==> config.mk <==
export PLATFORM = sky130hd
export DESIGN_NAME = slsl_core
export DESIGN_NICKNAME = d
export VERILOG_FILES = /design/src/slsl_pkg.sv /design/src/slsl_core.sv /design/src/slsl_sink_stage.sv
export SDC_FILE = /design/constraint.sdc
export NUM_CORES = 1
export LEC_CHECK = 0
export BUFFER_PORTS_ARGS = -buffer_cell sky130_fd_sc_hd__buf_2
export CAP_MARGIN = 25
export CORE_UTILIZATION = 50
export CTS_CLUSTER_DIAMETER = 30
export DETAILED_ROUTE_END_ITERATION = 16
export PLACE_DENSITY = 0.7
export SLEW_MARGIN = 40
export SYNTH_ARGS = -nofsm -noshare
export SYNTH_HDL_FRONTEND = slang
export SYNTH_SLANG_ARGS = --single-unit
==> constraint.sdc <==
create_clock -name ref_clk -period 1.5 [get_ports ref_clk]
set_input_delay 0.075 -clock ref_clk [delete_from_list [all_inputs] [get_ports ref_clk]]
set_output_delay 0.075 -clock ref_clk [all_outputs]
set_load 0.02 [all_outputs]
==> src/slsl_pkg.sv <==
package slsl_pkg;

  // Channel count and shift depth
  localparam int unsigned CHANNELS = 16;
  localparam int unsigned LAST_STAGE = CHANNELS - 1;

  // Values after reset: all register stages and latches clear, outputs off
  localparam logic [15:0] SHIFT_RST = 16'h0000;
  localparam logic [15:0] LATCH_RST = 16'h0000;

  // Sink pins with every channel dark (active low, so all ones)
  localparam logic [15:0] SINK_OFF = 16'hFFFF;

  // Host-side pin group, sampled synchronously to ref_clk
  typedef struct packed {
    logic shift_clk;     // Serial shift clock from host
    logic serial_in;     // Serial data in
    logic latch_strobe;  // High: latches follow the register
    logic out_en_n;      // Low: sink outputs enabled
  } slsl_pins_s;

  // Edge classes of the sampled shift clock
  typedef enum logic [1:0] {
    SLSL_EDGE_NONE = 2'h1,
    SLSL_EDGE_RISE = 2'h2
  } slsl_edge_e;

endpackage

==> src/slsl_core.sv <==
`timescale 1ns/100ps
module slsl_core (
  input  wire logic                 ref_clk,
  input  wire logic                 rst,
  input  wire slsl_pkg::slsl_pins_s pins,
  output logic                      serial_out,
  output logic [15:0]               sink_output_n
);

  logic                 clk_prev_q;
  logic [15:0]          shift_q;
  logic [15:0]          shift_d;
  logic [15:0]          latch_q;
  logic [15:0]          latch_d;
  logic                 sout_q;
  slsl_pkg::slsl_edge_e edge_cls;

  // Shift clock is sampled by ref_clk; the host keeps it well below 62.5 MHz
  // so each level lasts at least one sample.
  always_ff @(posedge ref_clk or posedge rst) begin
    if (rst) begin
      clk_prev_q <= 1'b0;
    end else begin
      clk_prev_q <= pins.shift_clk;
    end
  end

  // Rise detection is shared by the edge class and the shift checks,
  // so one definition keeps them from drifting apart
  function automatic logic is_rise(input logic now_lvl, input logic prev_lvl);
    return now_lvl && !prev_lvl;
  endfunction

  // Only a low-to-high transition counts; a falling edge is simply ignored
  always_comb begin
    if (is_rise(pins.shift_clk, clk_prev_q)) begin
      edge_cls = slsl_pkg::SLSL_EDGE_RISE;
    end else begin
      edge_cls = slsl_pkg::SLSL_EDGE_NONE;
    end
  end

  // Next register contents: new bit enters stage 0
  always_comb begin
    case (edge_cls)
      slsl_pkg::SLSL_EDGE_RISE: shift_d = {shift_q[14:0], pins.serial_in};
      default:                  shift_d = shift_q;
    endcase
  end

  // Shift register
  always_ff @(posedge ref_clk or posedge rst) begin
    if (rst) begin
      shift_q <= slsl_pkg::SHIFT_RST;
    end else begin
      shift_q <= shift_d;
    end
  end

  // Cascade output taken after the shift so it moves on rising edges only
  always_ff @(posedge ref_clk or posedge rst) begin
    if (rst) begin
      sout_q <= 1'b0;
    end else begin
      sout_q <= shift_d[slsl_pkg::LAST_STAGE];
    end
  end

  assign serial_out = sout_q;

  // Transparent latch modelled as a flop that loads each cycle while open.
  // It follows the post-shift value, so a rising edge with the strobe high
  // reaches the latches in the same cycle, as a transparent latch would.
  always_comb begin
    latch_d = pins.latch_strobe ? shift_d : latch_q;
  end

  // Latch bank
  always_ff @(posedge ref_clk or posedge rst) begin
    if (rst) begin
      latch_q <= slsl_pkg::LATCH_RST;
    end else begin
      latch_q <= latch_d;
    end
  end

  // Output gating; contents after reset are zero, so outputs kept enabled
  // through a reset stay dark until a word is latched.
  slsl_sink_stage u_sink (
    .ref_clk       (ref_clk),
    .rst           (rst),
    .latch_word    (latch_q),
    .out_en_n      (pins.out_en_n),
    .sink_output_n (sink_output_n)
  );
endmodule

==> src/slsl_sink_stage.sv <==
`timescale 1ns/100ps
// Output stage: gates the latch bank onto the active-low sink pins
module slsl_sink_stage (
  input  wire logic        ref_clk,
  input  wire logic        rst,
  input  wire logic [15:0] latch_word,
  input  wire logic        out_en_n,
  output logic      [15:0] sink_output_n
);

  logic [15:0] sink_q;
  logic [15:0] sink_d;

  // One bit lit drives its pin low; disabled means all pins high (off)
  always_comb begin
    sink_d = out_en_n ? slsl_pkg::SINK_OFF : ~latch_word;
  end

  // Registered so the pins never glitch on decode
  always_ff @(posedge ref_clk or posedge rst) begin
    if (rst) begin
      sink_q <= slsl_pkg::SINK_OFF;
    end else begin
      sink_q <= sink_d;
    end
  end

  assign sink_output_n = sink_q;
endmodule

* Yosys cells after proc, flatten, opt, wreduce, memory -nomap -nowiden
Cells that the tools add are included.
** Word-level totals
- Register bits :: 50
- Input bits :: 6
- Output and inout bits :: 17
- Word-level logic and storage cells :: 12
** Cells by class
- Eq/ne operators :: 1
- Mux-type cells :: 3
- Bitwise logic cells :: 1
- Reductions and logical operators :: 2
** Operators with widths (count)
- two-way mux 16 bit :: 2
- NOT 16 bit :: 1
- equality test 2 bit, second input constant :: 1
- two-way mux 2 bit :: 1
- logical AND 1 bit :: 1
- zero test 1 bit :: 1

* Depth between registers and ports, before layout
Gate-level depths: netlist (run 1).
- Depth in word-level cells :: 5
- Mapped depth :: 5
- Depth with buffers taken out :: 2

* Cells and area by module
Synthesis (run 1) repeated with hierarchy kept, for this count alone.
** Unflattened totals
- Cells, all modules :: 161
- Area, all modules :: 2085.8 µm²
** By module, submodules not included
- slsl_core :: instances 1, cells each 127, area each 1554.0 µm², sequential area each 825.8 µm²
- slsl_sink_stage :: instances 1, cells each 34, area each 531.8 µm², sequential area each 420.4 µm²

* Worst setup path before layout (run 1)
OpenSTA, ideal clock, no wires.
- Path kind :: register -> register
- Start point :: reg clk_prev_q
- End point :: reg shift_q[10]
- Setup time :: 125 ps
- Arrival :: 1097 ps
- Data required time :: 1375 ps
- Slack :: 278 ps
- Cell stages (with the launch flop) :: 5
- Path buffers :: 2
- Period minus slack after synthesis :: 1222 ps
- Cell sequence :: dfrtp_1 -> nor2b_4 -> buf_6 -> buf_6 -> mux2_4
** Between the ends
- Longest elaborated chain between the ends :: 5
** RTL lines
- start: declaration :: RTL line slsl_core.sv:10 : logic clk_prev_q;
- start signal: assignment :: RTL line slsl_core.sv:24 : clk_prev_q <= pins.shift_clk;
- zero test 1 bit :: RTL line slsl_core.sv:31 : return now_lvl && !prev_lvl;
- logical AND 1 bit :: RTL line slsl_core.sv:31
- two-way mux 2 bit :: RTL line slsl_core.sv:36 : if (is_rise(pins.shift_clk, clk_prev_q)) begin
- equality test 2 bit :: RTL line slsl_core.sv:45 : case (edge_cls)
- two-way mux 16 bit :: RTL line slsl_core.sv:45
- net shift_d[10] :: RTL line slsl_core.sv:12 : logic [15:0] shift_d;
- end signal: assignment :: RTL line slsl_core.sv:54 : shift_q <= slsl_pkg::SHIFT_RST;
- end signal: assignment :: RTL line slsl_core.sv:56 : shift_q <= shift_d;
- end: declaration :: RTL line slsl_core.sv:11 : logic [15:0] shift_q;
The timed path passes the listed nets, and every way through them passes these cells.
A chain may end at the register's enable or synchronous reset.

* Worst setup path in the final report (run 1)
- Start point :: reg clk_prev_q
- End point :: reg shift_q[15]
The elaborated chain is that of the path after synthesis.

==> impl_metrics.env, run 1 <==
export IMPL_status="finished, final reports clean"
export IMPL_netlist_cell_type_count=13
export IMPL_finalNetCount=190
export IMPL_cts_setup_buffers=0
export IMPL_initial_utilization_pct=52.0
export IMPL_tritoncts="built"
export IMPL_clock_sinks=49
export IMPL_start_kind="flip-flop"
export IMPL_hold_buffers=0
export IMPL_vias=1242
export IMPL_syn_instance_count=160
export IMPL_drc=0
export IMPL_worst_pin_slew_ps=547
export IMPL_synth_nets=166
export IMPL_max_freq_mhz=799
export IMPL_min_path_type="in -> reg"
export IMPL_grtUsageMet3_pct=5.14
export IMPL_antenna_cells=0
export IMPL_grt_ovfl_total=0
export IMPL_die_area_mm2=0.00442
export IMPL_setup_violations=0
export IMPL_hold_viol=0
export IMPL_rsz0062_at_grt="false"
export IMPL_fin_crit_sh_pct=83.4
export IMPL_grt_pass1_vias=1154
export IMPL_arrival_ps=1430
export IMPL_yosys_area_top_type="dfrtp_1"
export IMPL_whs_path_depth=2
export IMPL_layout_min_cycle_time_ps=1250
export IMPL_worst_r2r_path_depth=3
export IMPL_yosysTopAreaCellShare_pct=39.7
export IMPL_ys_warn_count=0
export IMPL_dpl_hpwl_um=2230
export IMPL_max_stage_delay_ps=410
export IMPL_synth_area_mm2=0.00208
export IMPL_dieHeight_um=66.5
export IMPL_synth_area_leaders="dfrtp_1 40%, dfstp_2 20%, mux2_4 10%"
export IMPL_htree_levels=2
export IMPL_numCtsBuffers=5
export IMPL_worst_clock_skew_ps=2.08
export IMPL_peakVddDrop_mv=0.845
export IMPL_place_congestion=0.721
export IMPL_postLayoutCoreUtil_pct=58.8
export IMPL_crit_type="reg -> reg"
export IMPL_rows=23
export IMPL_nFillCells=317
export IMPL_instances_no_fill=235
export IMPL_drt_wl_total_um=3320
export IMPL_top_usage_layer="met2"
export IMPL_ys_seq_area_share_pct=59.9
export IMPL_p_leak_nw=1.03
export IMPL_die_w_um=66.5
export IMPL_worstSkewPairLatency_ps=290
export IMPL_end_kind="flip-flop"
export IMPL_drv_slew=0
export IMPL_syn2layout_area_growth_pct=13.2
export IMPL_total_power_w=0.00388
export IMPL_drive_gt1_share_pct=37.8
export IMPL_track_usage_pct=17.8
export IMPL_ys_ff_latch=49
export IMPL_gr_usage_met1_pct=25.5
export IMPL_cp_required_ps=1680
export IMPL_powerDensity_mw_per_mm2=1650
export IMPL_root_buffer="clkbuf_8"
export IMPL_grt_max_degree=49
export IMPL_critPathMaxFanout=12
export IMPL_initialDrtViolationCount=89
export IMPL_cp_cell_sequence="nor2b_4 > buf_4 > mux2_2"
export IMPL_gr_usage_met2_pct=25.8
export IMPL_dr_pass1_iters=4
export IMPL_ant_nets=0
export IMPL_core_mm2=0.00400
export IMPL_crit_slowest_cell="dfrtp_1"
export IMPL_clk_pin_slew_ps=80
export IMPL_relSlewSlack_pct=63.3
export IMPL_routed_via_density=5.29
export IMPL_dp_cells=227
export IMPL_avgRoutedWirePerCell_um=14.1
export IMPL_pin_count=23
export IMPL_maxCapViolCount=0
export IMPL_place_port_buffers=22
export IMPL_grt_pass1_wl_um=5690
export IMPL_cts_buffer_depth=2
export IMPL_antenna_found_initial=0
export IMPL_avgSynthCellArea_um2=13.0
export IMPL_setup_tns_final_ps=0
export IMPL_post_cts_resized=0
-- kinds of logic (layout without fill, tap and decap cells) --
family | after synthesis | after routing | synth area share, %
AO/OA/AOI/OAI | 16 | 16 | 6.74
buffers and inverters | 30 | 55 | 7.04
flip-flops | 49 | 49 | 59.9
multiplexers | 16 | 16 | 11.2
AND/OR/NAND/NOR | 49 | 49 | 15.1
-- flip-flops by register name, summed over array words and instances (netlist names) --
| name | flops |
|---|---|
| clk_prev_q | 1 |
| latch_q | 16 |
| shift_q | 16 |
| u_sink.sink_output_n | 16 |
-- per-layer routing --
metal / share of wire [%] / vias up
li1: - / 597
met2: 47 / 27
met5: 0 / -
met4: 1.3 / 0
met3: 4.0 / 4
met1: 48 / 614
-- area by class of cell --
type	instances	area (µm²)	share of cell area, %
Sequential cell	49	1250	53.0
Multi-Input combinational cell	81	687	29.2
Timing Repair Buffer	30	183	7.76
Clock buffer	8	111	4.73
Inverter	17	63.8	2.71
Tap cell	50	62.6	2.66
-- critical path: cells and delay by family (launching register included) --
kind | cells | cell delay, ps
multiplexers | 1 | 350
AND/OR/NAND/NOR | 1 | 150
buffers and inverters | 1 | 230
flip-flops | 1 | 410
-- worst paths after layout --
| kind | start | end | slack, ps |
|---|---|---|---|
| worst min-delay path | pins[2] | shift_q[0] | 30 |
| max in group asynchronous | rst | shift_q[10] | 1160 |
| worst min register to register | latch_q[7] | u_sink.sink_output_n[7] | 400 |
| min in group asynchronous | rst | u_sink.sink_output_n[0] | 40 |
| worst max-delay path | clk_prev_q | shift_q[15] | 250 |
| worst max register to register | clk_prev_q | shift_q[15] | 250 |
-- cell usage after synthesis (all sizes together) --
| cell type | n |
|---|---|
| nand2b | 16 |
| clkbuf | 6 |
| o221ai | 16 |
| buf | 7 |
| nor2b | 1 |
| nand2 | 16 |
| nand4b | 16 |
| inv | 17 |
| mux2 | 16 |
| dfstp | 16 |
| dfrtp | 33 |
-- where the power goes --
| part | total, W | leakage (nW) | switching [W] | internal [W] |
|---|---|---|---|---|
| clock network | 0.000884 | 0.0566 | 0.000408 | 0.000477 |
| registers | 0.00210 | 0.583 | 0.000309 | 0.00179 |
| logic | 0.000893 | 0.387 | 0.000411 | 0.000482 |
-- through the flow --
step                      setup WS, ps  instance area (µm²)  hold slack (ps)
after floorplan                    278                 2080              106
after global placement             280                 2240              331
after detailed placement           259                 2240              335
after CTS                          242                 2350             24.3
after global routing               195                 2350             32.2
final                              249                 2350             31.6
-- layout by cell type (no fill, tap or decap), drive strengths merged --
cell type  Yosys  final
nand4b        16     16
clkinv         0      1
nand2         16     16
dfrtp         33     33
nor2b          1      1
o221ai        16     16
mux2          16     16
inv           17     16
nand2b        16     16
clkbuf         6      8
dfstp         16     16
buf            7     30
Note: power is estimated with default switching activity, not from simulation.
==> run 2, diff against run 1 <==
- ABC_AREA: unset -> 1
- PLACE_DENSITY: 0.7 -> 0.73
- clock period: 1.5 -> 1.1 ns (I/O delays scaled with it)
==> run 2 against run 1 <==
  * Die area is 7.6% lower
  * Global-route usage up 0.33 points
  * Total power is essentially flat
  * Largest power group unchanged
  * Highest routed layer unchanged
==> impl_metrics.env, run 2 <==
export IMPL_synth_area_mm2=0.00192
export IMPL_fin_crit_sh_pct=93.5
export IMPL_post_cts_resized=0
export IMPL_placed_cell_area_mm2=0.00207
export IMPL_peakVddDrop_mv=0.677
export IMPL_core_mm2=0.00366
export IMPL_min_path_type="in -> reg"
export IMPL_endpoint="sink_output_n[3]"
export IMPL_r2r_start="clk_prev_q"
export IMPL_initialDrtViolationCount=77
export IMPL_startpoint="u_sink.sink_output_n[3]"
export IMPL_drive_gt1_share_pct=24.8
export IMPL_post_route_cell_area_mm2=0.00217
export IMPL_cp_required_ps=1040
export IMPL_numCtsBuffers=5
export IMPL_critPathMaxFanout=1
export IMPL_antenna_cells=0
export IMPL_hold_viol=0
export IMPL_avgSynthCellArea_um2=10.0
export IMPL_drv_slew=0
export IMPL_grt_ovfl_total=0
export IMPL_dpl_hpwl_um=2110
export IMPL_dr_pass1_iters=4
export IMPL_synth_edf_count=0
export IMPL_relSlewSlack_pct=72.4
export IMPL_synthTopCellsByCount="63 x nand2_1, 33 x dfrtp_1, 32 x nand3_1, 19 x inv_1"
export IMPL_grt_max_degree=25
export IMPL_synth_nets=197
export IMPL_synthArstFlopShare_pct=100
export IMPL_max_stage_delay_ps=530
export IMPL_track_usage_pct=18.1
export IMPL_worst_clock_skew_ps=3.14
export IMPL_clk_pin_slew_ps=90
export IMPL_most_common_layout_cells="63 x nand2_1, 33 x dfrtp_1, 32 x nand3_1, 22 x buf_2, 18 x inv_1"
export IMPL_ant_nets=0
export IMPL_drc=0
export IMPL_worstReg2RegEnd="latch_q[3]"
export IMPL_rows=22
export IMPL_grt_pass1_wl_um=5570
export IMPL_die_w_um=63.9
export IMPL_powerDensity_mw_per_mm2=1790
export IMPL_worst_r2r_path_depth=5
export IMPL_finalNetCount=223
export IMPL_setup_tns_final_ps=0
export IMPL_dieHeight_um=63.9
export IMPL_drt_wl_total_um=3060
export IMPL_reg2reg_setup_slack_ps=110
export IMPL_syn2layout_area_growth_pct=13.0
export IMPL_ys_seq_area_share_pct=65.0
export IMPL_rsz0062_at_grt="false"
export IMPL_cts_setup_buffers=0
export IMPL_avgRoutedWirePerCell_um=11.5
export IMPL_crit_type="reg -> out"
export IMPL_tritoncts="built"
export IMPL_htree_levels=2
export IMPL_start_kind="flip-flop"
export IMPL_path_depth=1
export IMPL_root_buffer="clkbuf_8"
export IMPL_maxCapViolCount=0
export IMPL_nFillCells=320
export IMPL_yosys_area_top_type="dfrtp_1"
export IMPL_p_leak_nw=1.06
export IMPL_synth_area_leaders="dfrtp_1 43%, dfstp_2 22%, nand2_1 12%"
export IMPL_yosysTopAreaCellShare_pct=43.1
export IMPL_status="finished, final reports clean"
export IMPL_syn_instance_count=191
export IMPL_hold_buffers=1
export IMPL_path_buf_inv=1
export IMPL_die_area_mm2=0.00409
export IMPL_max_freq_mhz=972
export IMPL_clock_sinks=49
export IMPL_ys_ff_latch=49
export IMPL_cts_buffer_depth=2
export IMPL_initial_utilization_pct=52.4
export IMPL_place_congestion=0.746
export IMPL_place_port_buffers=22
export IMPL_synth_flop_cell="dfrtp_1"
export IMPL_ys_warn_count=0
export IMPL_pin_count=23
export IMPL_antenna_found_initial=0
export IMPL_vias=1232
export IMPL_yosysMostFrequentCell="nand2_1"
export IMPL_setup_violations=0
export IMPL_routed_via_density=4.63
export IMPL_arrival_ps=970
export IMPL_cp_cell_sequence="buf_2"
export IMPL_critPathTopFamily="flip-flops"
export IMPL_crit_slowest_cell="dfstp_2"
export IMPL_worstSkewPairLatency_ps=300
export IMPL_final_common_cell="nand2_1"
export IMPL_end_kind="output port"
export IMPL_grt_pass1_vias=1195
export IMPL_worst_pin_slew_ps=414
export IMPL_layout_min_cycle_time_ps=1030
export IMPL_netlist_cell_type_count=13
run 2: cell count changes after synthesis, moves of 6 or more:
cell,previous run,this run
and2_1,0,16
clkbuf_1,6,0
mux2_4,14,0
nand2_1,16,63
nand2b_1,16,0
nand3_1,0,32
nand4b_1,16,0
o221ai_1,16,0
run 2: final cells by class:
| type | instances | area, µm² | share of cell area, % |
|---|---|---|---|
| clock buffer | 6 | 72.6 | 3.35 |
| clock inverter | 2 | 15.0 | 0.693 |
| inverter | 21 | 82.6 | 3.81 |
| multi-input combinational | 113 | 514 | 23.7 |
| sequential | 49 | 1250 | 57.5 |
| tap | 48 | 60.1 | 2.77 |
| timing repair buffer | 27 | 175 | 8.09 |
run 2: logic make-up (layout without fill, tap and decap cells):
kind of cell  after synthesis  in the layout  share of synthesized area [%]
simple gates              113            113                           26.8
flops                      49             49                           65.0
buf+inv                    29             56                           8.16
run 2: metal layers:
layer / share of wire (%) / track usage [%] / up-vias / wire (µm)
met1: 51 / 25.9 / 575 / 1560
li1: - / - / 633 / -
met4: 1.8 / 6.82 / 0 / 54
met2: 44 / 26.1 / 17 / 1350
met5: 0 / 0 / - / 0
met3: 3.2 / 5.36 / 7 / 98
run 2: where the power goes:
group          total (W)  leakage, nW  internal, W  switching, W
combinational   0.000655        0.514     0.000239      0.000416
sequential       0.00220        0.510      0.00210     0.0000909
clock            0.00103       0.0374     0.000448      0.000584
total            0.00388         1.06      0.00279       0.00109
run 2: per-stage QoR:
| stage | total power (W) | utilization, % | instances | setup WS [ps] | hold WS (ps) |
|---|---|---|---|---|---|
| detailed placement | 0.00288 | 56.5 | 257 | 119 | 75.1 |
| CTS | 0.00394 | 59.2 | 266 | 52.2 | 46.6 |
| global placement | 0.00286 | 56.5 | 257 | 136 | 72.2 |
| global route | 0.00412 | 59.2 | 266 | 22.9 | 46.6 |
| floorplan | 0.00271 | - | 191 | 129 | 85.1 |
| finish | 0.00388 | 59.2 | 266 | 71.3 | 49.8 |
run 2: worst min-delay path by stage:
stage                 start    endpoint  slack, ps  depth (start not counted)
floorplan               rst  clk_prev_q         90                          1
global placement        rst  latch_q[3]         70                          2
detailed placement      rst  latch_q[2]         80                          2
CTS                 pins[3]  clk_prev_q         50                          1
global route        pins[3]  clk_prev_q         50                          1
finish              pins[3]  clk_prev_q         50                          1
